--- src/shared/diag_map.vh ---
// constants for the transceiver diagnostic register block
// assumes a 200 MHz system clock and a two-wire host bus of at most 100 kHz
`ifndef DIAG_MAP_VH
`define DIAG_MAP_VH

// system clock
`define CLK_KHZ          200000

// two-wire device selects (7-bit)
`define DEV_ID_PAGE      7'h50
`define DEV_DIAG_PAGE    7'h51

// identification page offsets
`define OFS_EXT_ID_FIRST 8'h40
`define OFS_MON_TYPE     8'h5c
`define OFS_OPTIONS      8'h5d
`define OFS_DIAG_REV     8'h5e
`define OFS_EXT_CHECK    8'h5f

// diagnostic page offsets
`define OFS_THRESH_LAST  8'h37
`define OFS_MEAS_FIRST   8'h60
`define OFS_MEAS_LAST    8'h6d
`define OFS_RX_POWER     8'h68
`define OFS_CTRL_STATUS  8'h6e

// control/status byte fields
`define CS_TXDIS_STATE   7
`define CS_SOFT_TXDIS    6
`define CS_RATE_STATE    4
`define CS_SOFT_RATE     3
`define CS_FAULT         2
`define CS_LOS           1
`define CS_DATA_READY    0

// optional feature flag positions
`define OPT_ALARMS       7
`define OPT_SOFT_TXDIS   6
`define OPT_SOFT_FAULT   5
`define OPT_SOFT_LOS     4
`define OPT_SOFT_RATE    3

// reset / default values
`define OPTIONS_DEFAULT  8'hf8
`define MON_TYPE_DEFAULT 8'h68
`define DIAG_REV_DEFAULT 8'h01

// timing in milliseconds
`define T_SOFT_MS        100
`define T_INIT_MS        300
`define T_DATA_MS        1000

`endif

--- src/rtl/serial_line_sync.v ---
// two-wire line synchroniser with edge, start and stop detection
// assumes scl and sda arrive asynchronously from the host pins
`timescale 1ns/1ps
`default_nettype none

module serial_line_sync (
  input  wire clk_in,
  input  wire nrst_in,
  input  wire scl_in,
  input  wire sda_in,
  output wire sda_level_out,
  output wire scl_rise_out,
  output wire scl_fall_out,
  output wire start_out,
  output wire stop_out
);

  reg [1:0] scl_meta;
  reg [1:0] sda_meta;
  reg       scl_q;
  reg       sda_q;

  ////////////////////////////////////////////////////////////////////
  // two flops per line, then one history stage for edges
  always @(posedge clk_in or negedge nrst_in) begin
    if (!nrst_in) begin
      scl_meta <= 2'h3;
      sda_meta <= 2'h3;
      scl_q    <= 1'b1;
      sda_q    <= 1'b1;
    end else begin
      scl_meta <= {scl_meta[0], scl_in};
      sda_meta <= {sda_meta[0], sda_in};
      scl_q    <= scl_meta[1];
      sda_q    <= sda_meta[1];
    end
  end

  // edges seen only on synchronised copies
  assign sda_level_out = sda_meta[1];
  assign scl_rise_out  = scl_meta[1] & ~scl_q;
  assign scl_fall_out  = ~scl_meta[1] & scl_q;
  assign start_out     = scl_meta[1] & scl_q & sda_q & ~sda_meta[1];
  assign stop_out      = scl_meta[1] & scl_q & ~sda_q & sda_meta[1];

endmodule
`default_nettype wire

--- src/rtl/transceiver_diag_soft_control.v ---
// diagnostic register block of an optical transceiver on the two-wire bus
// assumes measurement words and fault/los levels come from on-chip logic
`timescale 1ns/1ps
`default_nettype none
`include "diag_map.vh"

// Behaviour
// - feature byte flags alarms, soft disable, fault, loss, rate; low bits zero
// - fault, loss, disable and rate readable or writable over the bus
// - soft disable set turns optical output off within 100 ms
// - soft disable cleared turns optical output on within 100 ms
// - after power-up or fault-clear toggle, initialise and clear fault within 300 ms
// - transmitter fault sets the soft fault bit within 100 ms
// - loss of signal sets the soft loss bit within 100 ms
// - signal return clears the soft loss bit within 100 ms
// - rate bit change sets receiver bandwidth within 100 ms
// - measurement data ready flagged in bit 0 of byte 110 within 1000 ms
// - disable and rate deadlines counted from the end of the write transaction
// - revision byte holds unsigned code, 1 means current feature set
// - live measurements served at the second device address
// - monitoring type bits 5 and 4 tell calibrated or raw values
// - each measurement is two bytes, most significant first
// - bits 6 and 3 of byte 110 always read back, act only if present
module transceiver_diag_soft_control #(
  parameter [7:0]   OPTIONS      = `OPTIONS_DEFAULT,
  parameter [7:0]   MON_TYPE     = `MON_TYPE_DEFAULT,
  parameter [7:0]   DIAG_REV     = `DIAG_REV_DEFAULT,
  parameter [223:0] EXT_ID_BYTES = 224'h0,
  parameter [31:0]  INIT_CYCLES  = `T_INIT_MS * `CLK_KHZ,
  parameter [31:0]  READY_CYCLES = `T_DATA_MS * `CLK_KHZ
) (
  input  wire        clk_in,
  input  wire        nrst_in,
  input  wire        scl_in,
  input  wire        sda_in,
  output reg         sda_out,
  output reg         sda_oe_out,
  input  wire        tx_fault_cond_in,
  input  wire        receive_signal_loss_flag_cond_in,
  input  wire [15:0] temp_in,
  input  wire [15:0] supply_in,
  input  wire [15:0] bias_in,
  input  wire [15:0] tx_power_in,
  input  wire [15:0] rx_power_in,
  input  wire [15:0] aux1_in,
  input  wire [15:0] aux2_in,
  output reg         tx_disable_out,
  output reg         rate_select_out,
  output reg         tx_fault_out,
  output reg         receive_signal_loss_flag_out,
  output reg         data_ready_out
);

  localparam [5:0] ST_IDLE = 6'h01;
  localparam [5:0] ST_ADDR = 6'h02;
  localparam [5:0] ST_ACK  = 6'h04;
  localparam [5:0] ST_WR   = 6'h08;
  localparam [5:0] ST_RD   = 6'h10;
  localparam [5:0] ST_RACK = 6'h20;

  wire         sda_s;
  wire         scl_rise;
  wire         scl_fall;
  wire         bus_start;
  wire         bus_stop;
  wire [111:0] meas_all;

  reg  [5:0]  state;
  reg  [2:0]  bit_cnt;
  reg  [7:0]  shift_in;
  reg  [7:0]  shift_out;
  reg         byte_done;
  reg         is_read;
  reg         diag_page;
  reg         have_ptr;
  reg  [7:0]  ptr;
  reg  [7:0]  thresh [0:55];
  reg         soft_txdis;
  reg         soft_rate;
  reg         ctrl_written;
  reg  [1:0]  fault_meta;
  reg  [1:0]  los_meta;
  reg  [31:0] init_cnt;
  reg  [31:0] ready_cnt;
  reg  [7:0]  low_shadow;
  reg  [7:0]  shadow_ptr;
  reg         shadow_valid;
  reg  [7:0]  check_sum;
  reg  [7:0]  rd_byte;
  reg  [7:0]  meas_off;
  integer     i;
  integer     j;

  ////////////////////////////////////////////////////////////////////
  // line synchroniser and edge detector
  serial_line_sync u_sync (
    .clk_in        (clk_in),
    .nrst_in       (nrst_in),
    .scl_in        (scl_in),
    .sda_in        (sda_in),
    .sda_level_out (sda_s),
    .scl_rise_out  (scl_rise),
    .scl_fall_out  (scl_fall),
    .start_out     (bus_start),
    .stop_out      (bus_stop)
  );

  // measurement words, field k at bits 16k, high byte above low byte
  assign meas_all = {aux2_in, aux1_in, rx_power_in, tx_power_in,
                     bias_in, supply_in, temp_in};

  ////////////////////////////////////////////////////////////////////
  // check byte over bytes 64..94
  always @* begin
    check_sum = MON_TYPE + {OPTIONS[7:3], 3'h0} + DIAG_REV;
    for (j = 0; j < 28; j = j + 1) begin
      check_sum = check_sum + EXT_ID_BYTES[j*8 +: 8];
    end
  end

  // read data selection
  always @* begin
    rd_byte  = 8'h00;
    meas_off = ptr - `OFS_MEAS_FIRST;
    if (!diag_page) begin
      if (ptr >= `OFS_EXT_ID_FIRST && ptr < `OFS_MON_TYPE)
        rd_byte = EXT_ID_BYTES[{ptr[4:0], 3'h0} +: 8];
      else if (ptr == `OFS_MON_TYPE)
        rd_byte = MON_TYPE;
      else if (ptr == `OFS_OPTIONS)
        rd_byte = {OPTIONS[7:3], 3'h0};
      else if (ptr == `OFS_DIAG_REV)
        rd_byte = DIAG_REV;
      else if (ptr == `OFS_EXT_CHECK)
        rd_byte = check_sum;
    end else begin
      if (ptr <= `OFS_THRESH_LAST)
        rd_byte = thresh[ptr[5:0]];
      else if (ptr >= `OFS_MEAS_FIRST && ptr <= `OFS_MEAS_LAST) begin
        if (!meas_off[0])
          rd_byte = meas_all[{meas_off[3:1], 4'h8} +: 8];
        else if (shadow_valid && shadow_ptr == ptr)
          rd_byte = low_shadow;
        else
          rd_byte = meas_all[{meas_off[3:1], 4'h0} +: 8];
      end else if (ptr == `OFS_CTRL_STATUS) begin
        rd_byte = {tx_disable_out, soft_txdis, 1'b0, rate_select_out,
                   soft_rate, tx_fault_out, receive_signal_loss_flag_out,
                   data_ready_out};
      end
    end
  end

  ////////////////////////////////////////////////////////////////////
  // two-wire slave engine and register writes
  always @(posedge clk_in or negedge nrst_in) begin
    if (!nrst_in) begin
      state        <= ST_IDLE;
      bit_cnt      <= 3'h0;
      shift_in     <= 8'h00;
      shift_out    <= 8'h00;
      byte_done    <= 1'b0;
      is_read      <= 1'b0;
      diag_page    <= 1'b0;
      have_ptr     <= 1'b0;
      ptr          <= 8'h00;
      sda_out      <= 1'b0;
      sda_oe_out   <= 1'b0;
      soft_txdis   <= 1'b0;
      soft_rate    <= 1'b0;
      ctrl_written <= 1'b0;
      low_shadow   <= 8'h00;
      shadow_ptr   <= 8'h00;
      shadow_valid <= 1'b0;
      for (i = 0; i < 56; i = i + 1) begin
        thresh[i] <= 8'h00;
      end
    end else if (bus_start) begin
      state      <= ST_ADDR;
      bit_cnt    <= 3'h0;
      byte_done  <= 1'b0;
      have_ptr   <= 1'b0;
      sda_oe_out <= 1'b0;
    end else if (bus_stop) begin
      state        <= ST_IDLE;
      sda_oe_out   <= 1'b0;
      ctrl_written <= 1'b0;
    end else begin
      case (state)
        ST_IDLE: begin
          sda_oe_out <= 1'b0;
        end
        // device select byte, ack only our two pages
        ST_ADDR: begin
          if (scl_rise) begin
            shift_in  <= {shift_in[6:0], sda_s};
            bit_cnt   <= bit_cnt + 3'h1;
            byte_done <= (bit_cnt == 3'h7);
          end else if (scl_fall && byte_done) begin
            byte_done <= 1'b0;
            if (shift_in[7:1] == `DEV_ID_PAGE || shift_in[7:1] == `DEV_DIAG_PAGE) begin
              diag_page  <= (shift_in[7:1] == `DEV_DIAG_PAGE);
              is_read    <= shift_in[0];
              sda_out    <= 1'b0;
              sda_oe_out <= 1'b1;
              state      <= ST_ACK;
            end else begin
              state <= ST_IDLE;
            end
          end
        end
        // ack bit, ours or the host's; act at its falling edge
        ST_ACK: begin
          if (scl_fall) begin
            bit_cnt <= 3'h0;
            if (is_read) begin
              shift_out  <= {rd_byte[6:0], 1'b0};
              sda_out    <= rd_byte[7];
              sda_oe_out <= ~rd_byte[7];
              ptr        <= ptr + 8'h01;
              if (diag_page && ptr >= `OFS_MEAS_FIRST && ptr < `OFS_MEAS_LAST && !meas_off[0]) begin
                low_shadow   <= meas_all[{meas_off[3:1], 4'h0} +: 8];
                shadow_ptr   <= ptr + 8'h01;
                shadow_valid <= 1'b1;
              end else begin
                shadow_valid <= 1'b0;
              end
              state <= ST_RD;
            end else begin
              sda_oe_out <= 1'b0;
              state      <= ST_WR;
            end
          end
        end
        // pointer byte first, then data with auto-increment
        ST_WR: begin
          if (scl_rise) begin
            shift_in  <= {shift_in[6:0], sda_s};
            bit_cnt   <= bit_cnt + 3'h1;
            byte_done <= (bit_cnt == 3'h7);
          end else if (scl_fall && byte_done) begin
            byte_done  <= 1'b0;
            sda_out    <= 1'b0;
            sda_oe_out <= 1'b1;
            state      <= ST_ACK;
            if (!have_ptr) begin
              ptr      <= shift_in;
              have_ptr <= 1'b1;
            end else begin
              ptr <= ptr + 8'h01;
              if (diag_page && ptr <= `OFS_THRESH_LAST)
                thresh[ptr[5:0]] <= shift_in;
              if (diag_page && ptr == `OFS_CTRL_STATUS) begin
                soft_txdis   <= shift_in[`CS_SOFT_TXDIS];
                soft_rate    <= shift_in[`CS_SOFT_RATE];
                ctrl_written <= 1'b1;
              end
            end
          end
        end
        // shift data out on falling edges, open drain: drive only zeros
        ST_RD: begin
          if (scl_fall) begin
            bit_cnt <= bit_cnt + 3'h1;
            if (bit_cnt == 3'h7) begin
              sda_oe_out <= 1'b0;
              state      <= ST_RACK;
            end else begin
              sda_out    <= shift_out[7];
              sda_oe_out <= ~shift_out[7];
              shift_out  <= {shift_out[6:0], 1'b0};
            end
          end
        end
        // host ack seen at the rise: next byte leaves at this bit's fall
        ST_RACK: begin
          if (scl_rise) begin
            if (!sda_s)
              state <= ST_ACK;
            else
              state <= ST_IDLE;
          end
        end
        default: begin
          state      <= ST_IDLE;
          sda_oe_out <= 1'b0;
        end
      endcase
    end
  end

  ////////////////////////////////////////////////////////////////////
  // status sampling, control application and start-up timers
  always @(posedge clk_in or negedge nrst_in) begin
    if (!nrst_in) begin
      fault_meta                   <= 2'h0;
      los_meta                     <= 2'h0;
      tx_disable_out               <= 1'b0;
      rate_select_out              <= 1'b0;
      tx_fault_out                 <= 1'b0;
      receive_signal_loss_flag_out <= 1'b0;
      init_cnt                     <= 32'h0;
      ready_cnt                    <= 32'h0;
      data_ready_out               <= 1'b0;
    end else begin
      fault_meta <= {fault_meta[0], tx_fault_cond_in};
      los_meta   <= {los_meta[0], receive_signal_loss_flag_cond_in};
      // controls take effect at the end of the write, well inside 100 ms
      if (bus_stop && ctrl_written) begin
        tx_disable_out  <= soft_txdis & OPTIONS[`OPT_SOFT_TXDIS];
        rate_select_out <= soft_rate & OPTIONS[`OPT_SOFT_RATE];
        if (tx_disable_out && !(soft_txdis & OPTIONS[`OPT_SOFT_TXDIS]))
          init_cnt <= 32'h0;
      end else if (init_cnt < INIT_CYCLES) begin
        init_cnt <= init_cnt + 32'h1;
      end
      // fault held clear while initialising, else latched
      if (init_cnt < INIT_CYCLES)
        tx_fault_out <= 1'b0;
      else if (fault_meta[1] && OPTIONS[`OPT_SOFT_FAULT])
        tx_fault_out <= 1'b1;
      receive_signal_loss_flag_out <= los_meta[1] & OPTIONS[`OPT_SOFT_LOS];
      if (ready_cnt < READY_CYCLES)
        ready_cnt <= ready_cnt + 32'h1;
      else
        data_ready_out <= 1'b1;
    end
  end

endmodule
`default_nettype wire

--- config.mk ---
export PLATFORM = sky130hd
export DESIGN_NAME = transceiver_diag_soft_control
export DESIGN_NICKNAME = d
export VERILOG_FILES = /design/src/rtl/serial_line_sync.v /design/src/rtl/transceiver_diag_soft_control.v
export VERILOG_INCLUDE_DIRS = /design/src /design/src/shared
export SDC_FILE = /design/constraint.sdc
export NUM_CORES = 1
export LEC_CHECK = 0
export BUFFER_PORTS_ARGS = -buffer_cell sky130_fd_sc_hd__buf_2
export CORE_ASPECT_RATIO = 0.5
export CORE_MARGIN = 2
export CORE_UTILIZATION = 25
export DETAILED_ROUTE_END_ITERATION = 7
export MAX_ROUTING_LAYER = met4
export PLACE_DENSITY = 0.38
export SETUP_SLACK_MARGIN = 0.5
export SLEW_MARGIN = 15
export SYNTH_ARGS = -nofsm -noshare
export SYNTH_HDL_FRONTEND = slang
export SYNTH_SLANG_ARGS = --single-unit
--- constraint.sdc ---
create_clock -name clk_in -period 4.12 [get_ports clk_in]
set_clock_uncertainty 0.15 [all_clocks]
set_input_delay 0.824 -clock clk_in [delete_from_list [all_inputs] [get_ports clk_in]]
set_output_delay 0.824 -clock clk_in [all_outputs]
set_load 0.01 [all_outputs]
==> flow_summary.toml <==
[floorplanning]
initial_utilization = 0.2519
chipHeight_microns = 242.2
num_io_pins = 125
die_width_microns = 480.5
die_area_sq_um = 116400
row_count = 87
core_area_sq_um = 112700

[sta]
setup_viol_count_final = 0
grt_setup_unrepaired = "true"
timing.final.crit_share = 0.8704
setup_tns_ns = 0
timing.final.crit_period_ns = 3.586
report.final.slew_viol_count = 0
final_critical_path_setup_slack_ns = 0.5338
relative_slew_slack = 0.2880
tightestPinTransition_ns = 1.068
achievable-frequency_mhz = 278.8
count_of_final_hold_check_violations = 0

[worst_setup_path]
worst_r2r_startpoint = "ptr[0]"
critical-path-top-delay-family = "compound AO/OA/AOI/OAI gates"
critical_path_required_time_ns = 4.49
setup.worst_path.end_class = "register"
cp-start-kind = "register"
timing.setup.critical_path_class = "reg2reg"
critical_path_arrival_ns = 3.96
worst_path_most_repeated_cell = "sky130_fd_sc_hd__buf_4"
critical_path_peak_fanout = 14
worst_path_max_delay_cell = "sky130_fd_sc_hd__dfrtp_4"
critical_path_buf_inv_count = 3
critPathMaxStageDelay_ns = 0.65
timing.critical_path.cells = "buf_16 -> buf_4 -> and3_1 -> buf_4 -> a22oi_1 -> nand3_1 -> a222oi_1 -> a21boi_0 -> a31oi_1 -> a2bb2oi_1"
startpoint = "ptr[0]"

[clocking]
clk-insertion-delay-late_ns = 0.66
clock_tree.root_cell = "sky130_fd_sc_hd__clkbuf_16"
cts_inserted_buffers = 60
cts_max_path_buffers = 3
tritoncts = "done"
cts_clock_pin_slew_for_the_worst_setup_and_hold_paths_ns = 0.07
clock_sink_count = 585
cts-htree-levels = 2

[final_layout]
nets = 2602
final_design_area_no_fill_sq_um = 33520
layout.cells.most_common = "sky130_fd_sc_hd__dfrtp_1"
fillers = 11496
most-common-layout-cells = "567 x sky130_fd_sc_hd__dfrtp_1, 482 x sky130_fd_sc_hd__mux2_2, 179 x sky130_fd_sc_hd__nand2_1, 123 x sky130_fd_sc_hd__buf_2, 112 x sky130_fd_sc_hd__nor2_1"
area_growth_pct = 18.13
fin_util = 0.2976
post_route_cells_drive_above_1_share = 0.3658

[run_status]
status = "completed"

[placed_design]
portBuffers = 124
place.gp.congestion = 0.8585
detailed_place.area_sq_um = 31220
dp_hpwl_microns = 70120
pre_cts_ws_ns = 0.03980

[synth]
synth_flop_cell = "sky130_fd_sc_hd__dfrtp_1"
synth_nets = 2467
postSynthRegisterBits = 585
syn-cell-area_sq_um = 28380
synth.yosys.warnings = 0
post_synthesis_sequential_area_ratio = 0.5162
syn_area_per_cell_sq_um = 12.13
async_flop_share = 1.000
synth_enable_flop_cells = 0
post_synth_inst_count = 2340
yosysUniqueCellTypes = 79

[run]
cap_violations = 0

[min_path]
min-delay-start = "scl_in"
hold_crit_class = "in2reg"

[pwr]
power.switching_w = 0.002974
switching_share = 0.2383
power_report.internal_total_w = 0.009503
cellPowerDensity_nw_per_um2 = 372.2
share_clk_of_total_power = 0.488
irDropWorstVdd_mv = 0.3100
sequential_group_share_of_total_power = 0.478
total_power_w = 0.01248
p_comb_frac = 0.034
cell_leakage_power_nw = 15.49

[grt]
globalRouteOverflowTotal = 0
global_route_wire_length_before_repair_microns = 153600
initial_antenna_violation_count = 1
grt_pass1_vias = 20682
grt_use_total = 0.1838
pin_count_of_the_biggest_net_entering_global_routing = 115

[route]
drc = 0
detailedRoute.firstIterationViolations = 1350
num_vias = 20272
drtAntennaViolNets = 0
wirelength_microns = 104500
post_drt_wl_per_cell_microns = 25.85
drt-vias-per-instance = 5.015
dr.pass1.iters = 5
[cells in the mapped netlist, drive strengths merged (24+ instances only)]
| cell type | number | area share |
|---|---|---|
| xnor2 | 36 | 0.011 |
| nor3 | 28 | 0.0057 |
| xor2 | 24 | 0.0074 |
| a221oi | 42 | 0.013 |
| a22oi | 35 | 0.0093 |
| nor2 | 116 | 0.015 |
| mux2i | 63 | 0.022 |
| a21oi | 58 | 0.010 |
| nand3 | 32 | 0.0056 |
| o22ai | 36 | 0.0079 |
| mux4 | 37 | 0.029 |
| dfrtp | 578 | 0.51 |
| mux2 | 502 | 0.20 |
| nand2 | 187 | 0.027 |
| clkbuf | 113 | 0.015 |
| buf | 56 | 0.0095 |
| o21ai | 61 | 0.011 |
[sequential cells by signal, summed over array words and instances (netlist names), 2 cells and up]
signal,count
state,6
init_cnt,32
low_shadow,8
u_sync.sda_meta,2
los_meta,2
fault_meta,2
shadow_ptr,8
shift_in,8
bit_cnt,3
u_sync.scl_meta,2
shift_out,7
ptr,8
ready_cnt,32
thresh,448
[final timing paths]
path	to	slack (ns)	cells after the start
worst max-delay path	shift_out[7]	0.53	10
worst min-delay path	u_sync.scl_meta[0]	0.13	1
worst max register to register	shift_out[7]	0.53	10
worst min register to register	receive_signal_loss_flag_out	0.20	0
max in group asynchronous	shift_in[4]	2.17	3
min in group asynchronous	thresh[220]	0.54	2
[per-stage QoR]
stage	cells	hold WS [ns]
after floorplan	2340	0.1812
after global placement	3921	0.1821
after detailed placement	3921	0.1847
after CTS	4036	0.07022
after global routing	4039	0.08442
final	4042	0.1273
[layout make-up]
type	instances	area, sq um	area share
sequential	585	14670	0.4376
multi-input combinational	1567	13050	0.3891
tap	1513	1893	0.05647
clock buffer	93	1847	0.05509
timing repair buffer	242	1677	0.05001
clock inverter	20	312.8	0.009330
inverter	19	71.32	0.002127
antenna	3	7.507	0.0002239
[metal layers]
layer	global-route usage	up-vias	share of wire
li1	-	8917	-
met1	0.2625	10797	0.48
met2	0.2794	445	0.45
met3	0.02265	113	0.043
met4	0.03598	0	0.018
met5	-	-	0
[power groups by stage]
| stage | logic (W) | registers, W | clock network, W |
|---|---|---|---|
| 2_1_floorplan | 0.000240 | 0.00591 | 0 |
| 6_report | 0.000429 | 0.00596 | 0.00609 |
| 3_5_place_dp | 0.000439 | 0.00608 | 0 |
| 4_1_cts | 0.000443 | 0.00597 | 0.00627 |
| 5_1_grt | 0.000480 | 0.00597 | 0.00651 |
| 3_3_place_gp | 0.000446 | 0.00608 | 0 |
[what timing repair did]
action	CTS	global route
resized for setup	7	3
pin swaps	0	1
setup buffers	1	3
hold endpoints to repair	36	0
endpoints found under the setup margin	76	93
hold buffers	1	0
[cell families after synthesis]
group | Yosys count | share of synthesized area
muxes | 602 | 0.2508
DFF | 585 | 0.5162
and+or+nand+nor | 523 | 0.09166
AOI/OAI and AO/OA | 373 | 0.09193
buffers and inverters | 188 | 0.02698
xor gates and xnor gates | 60 | 0.01852
adders and majority gates | 9 | 0.003968
No activity file was read; power rests on OpenSTA's default activity.
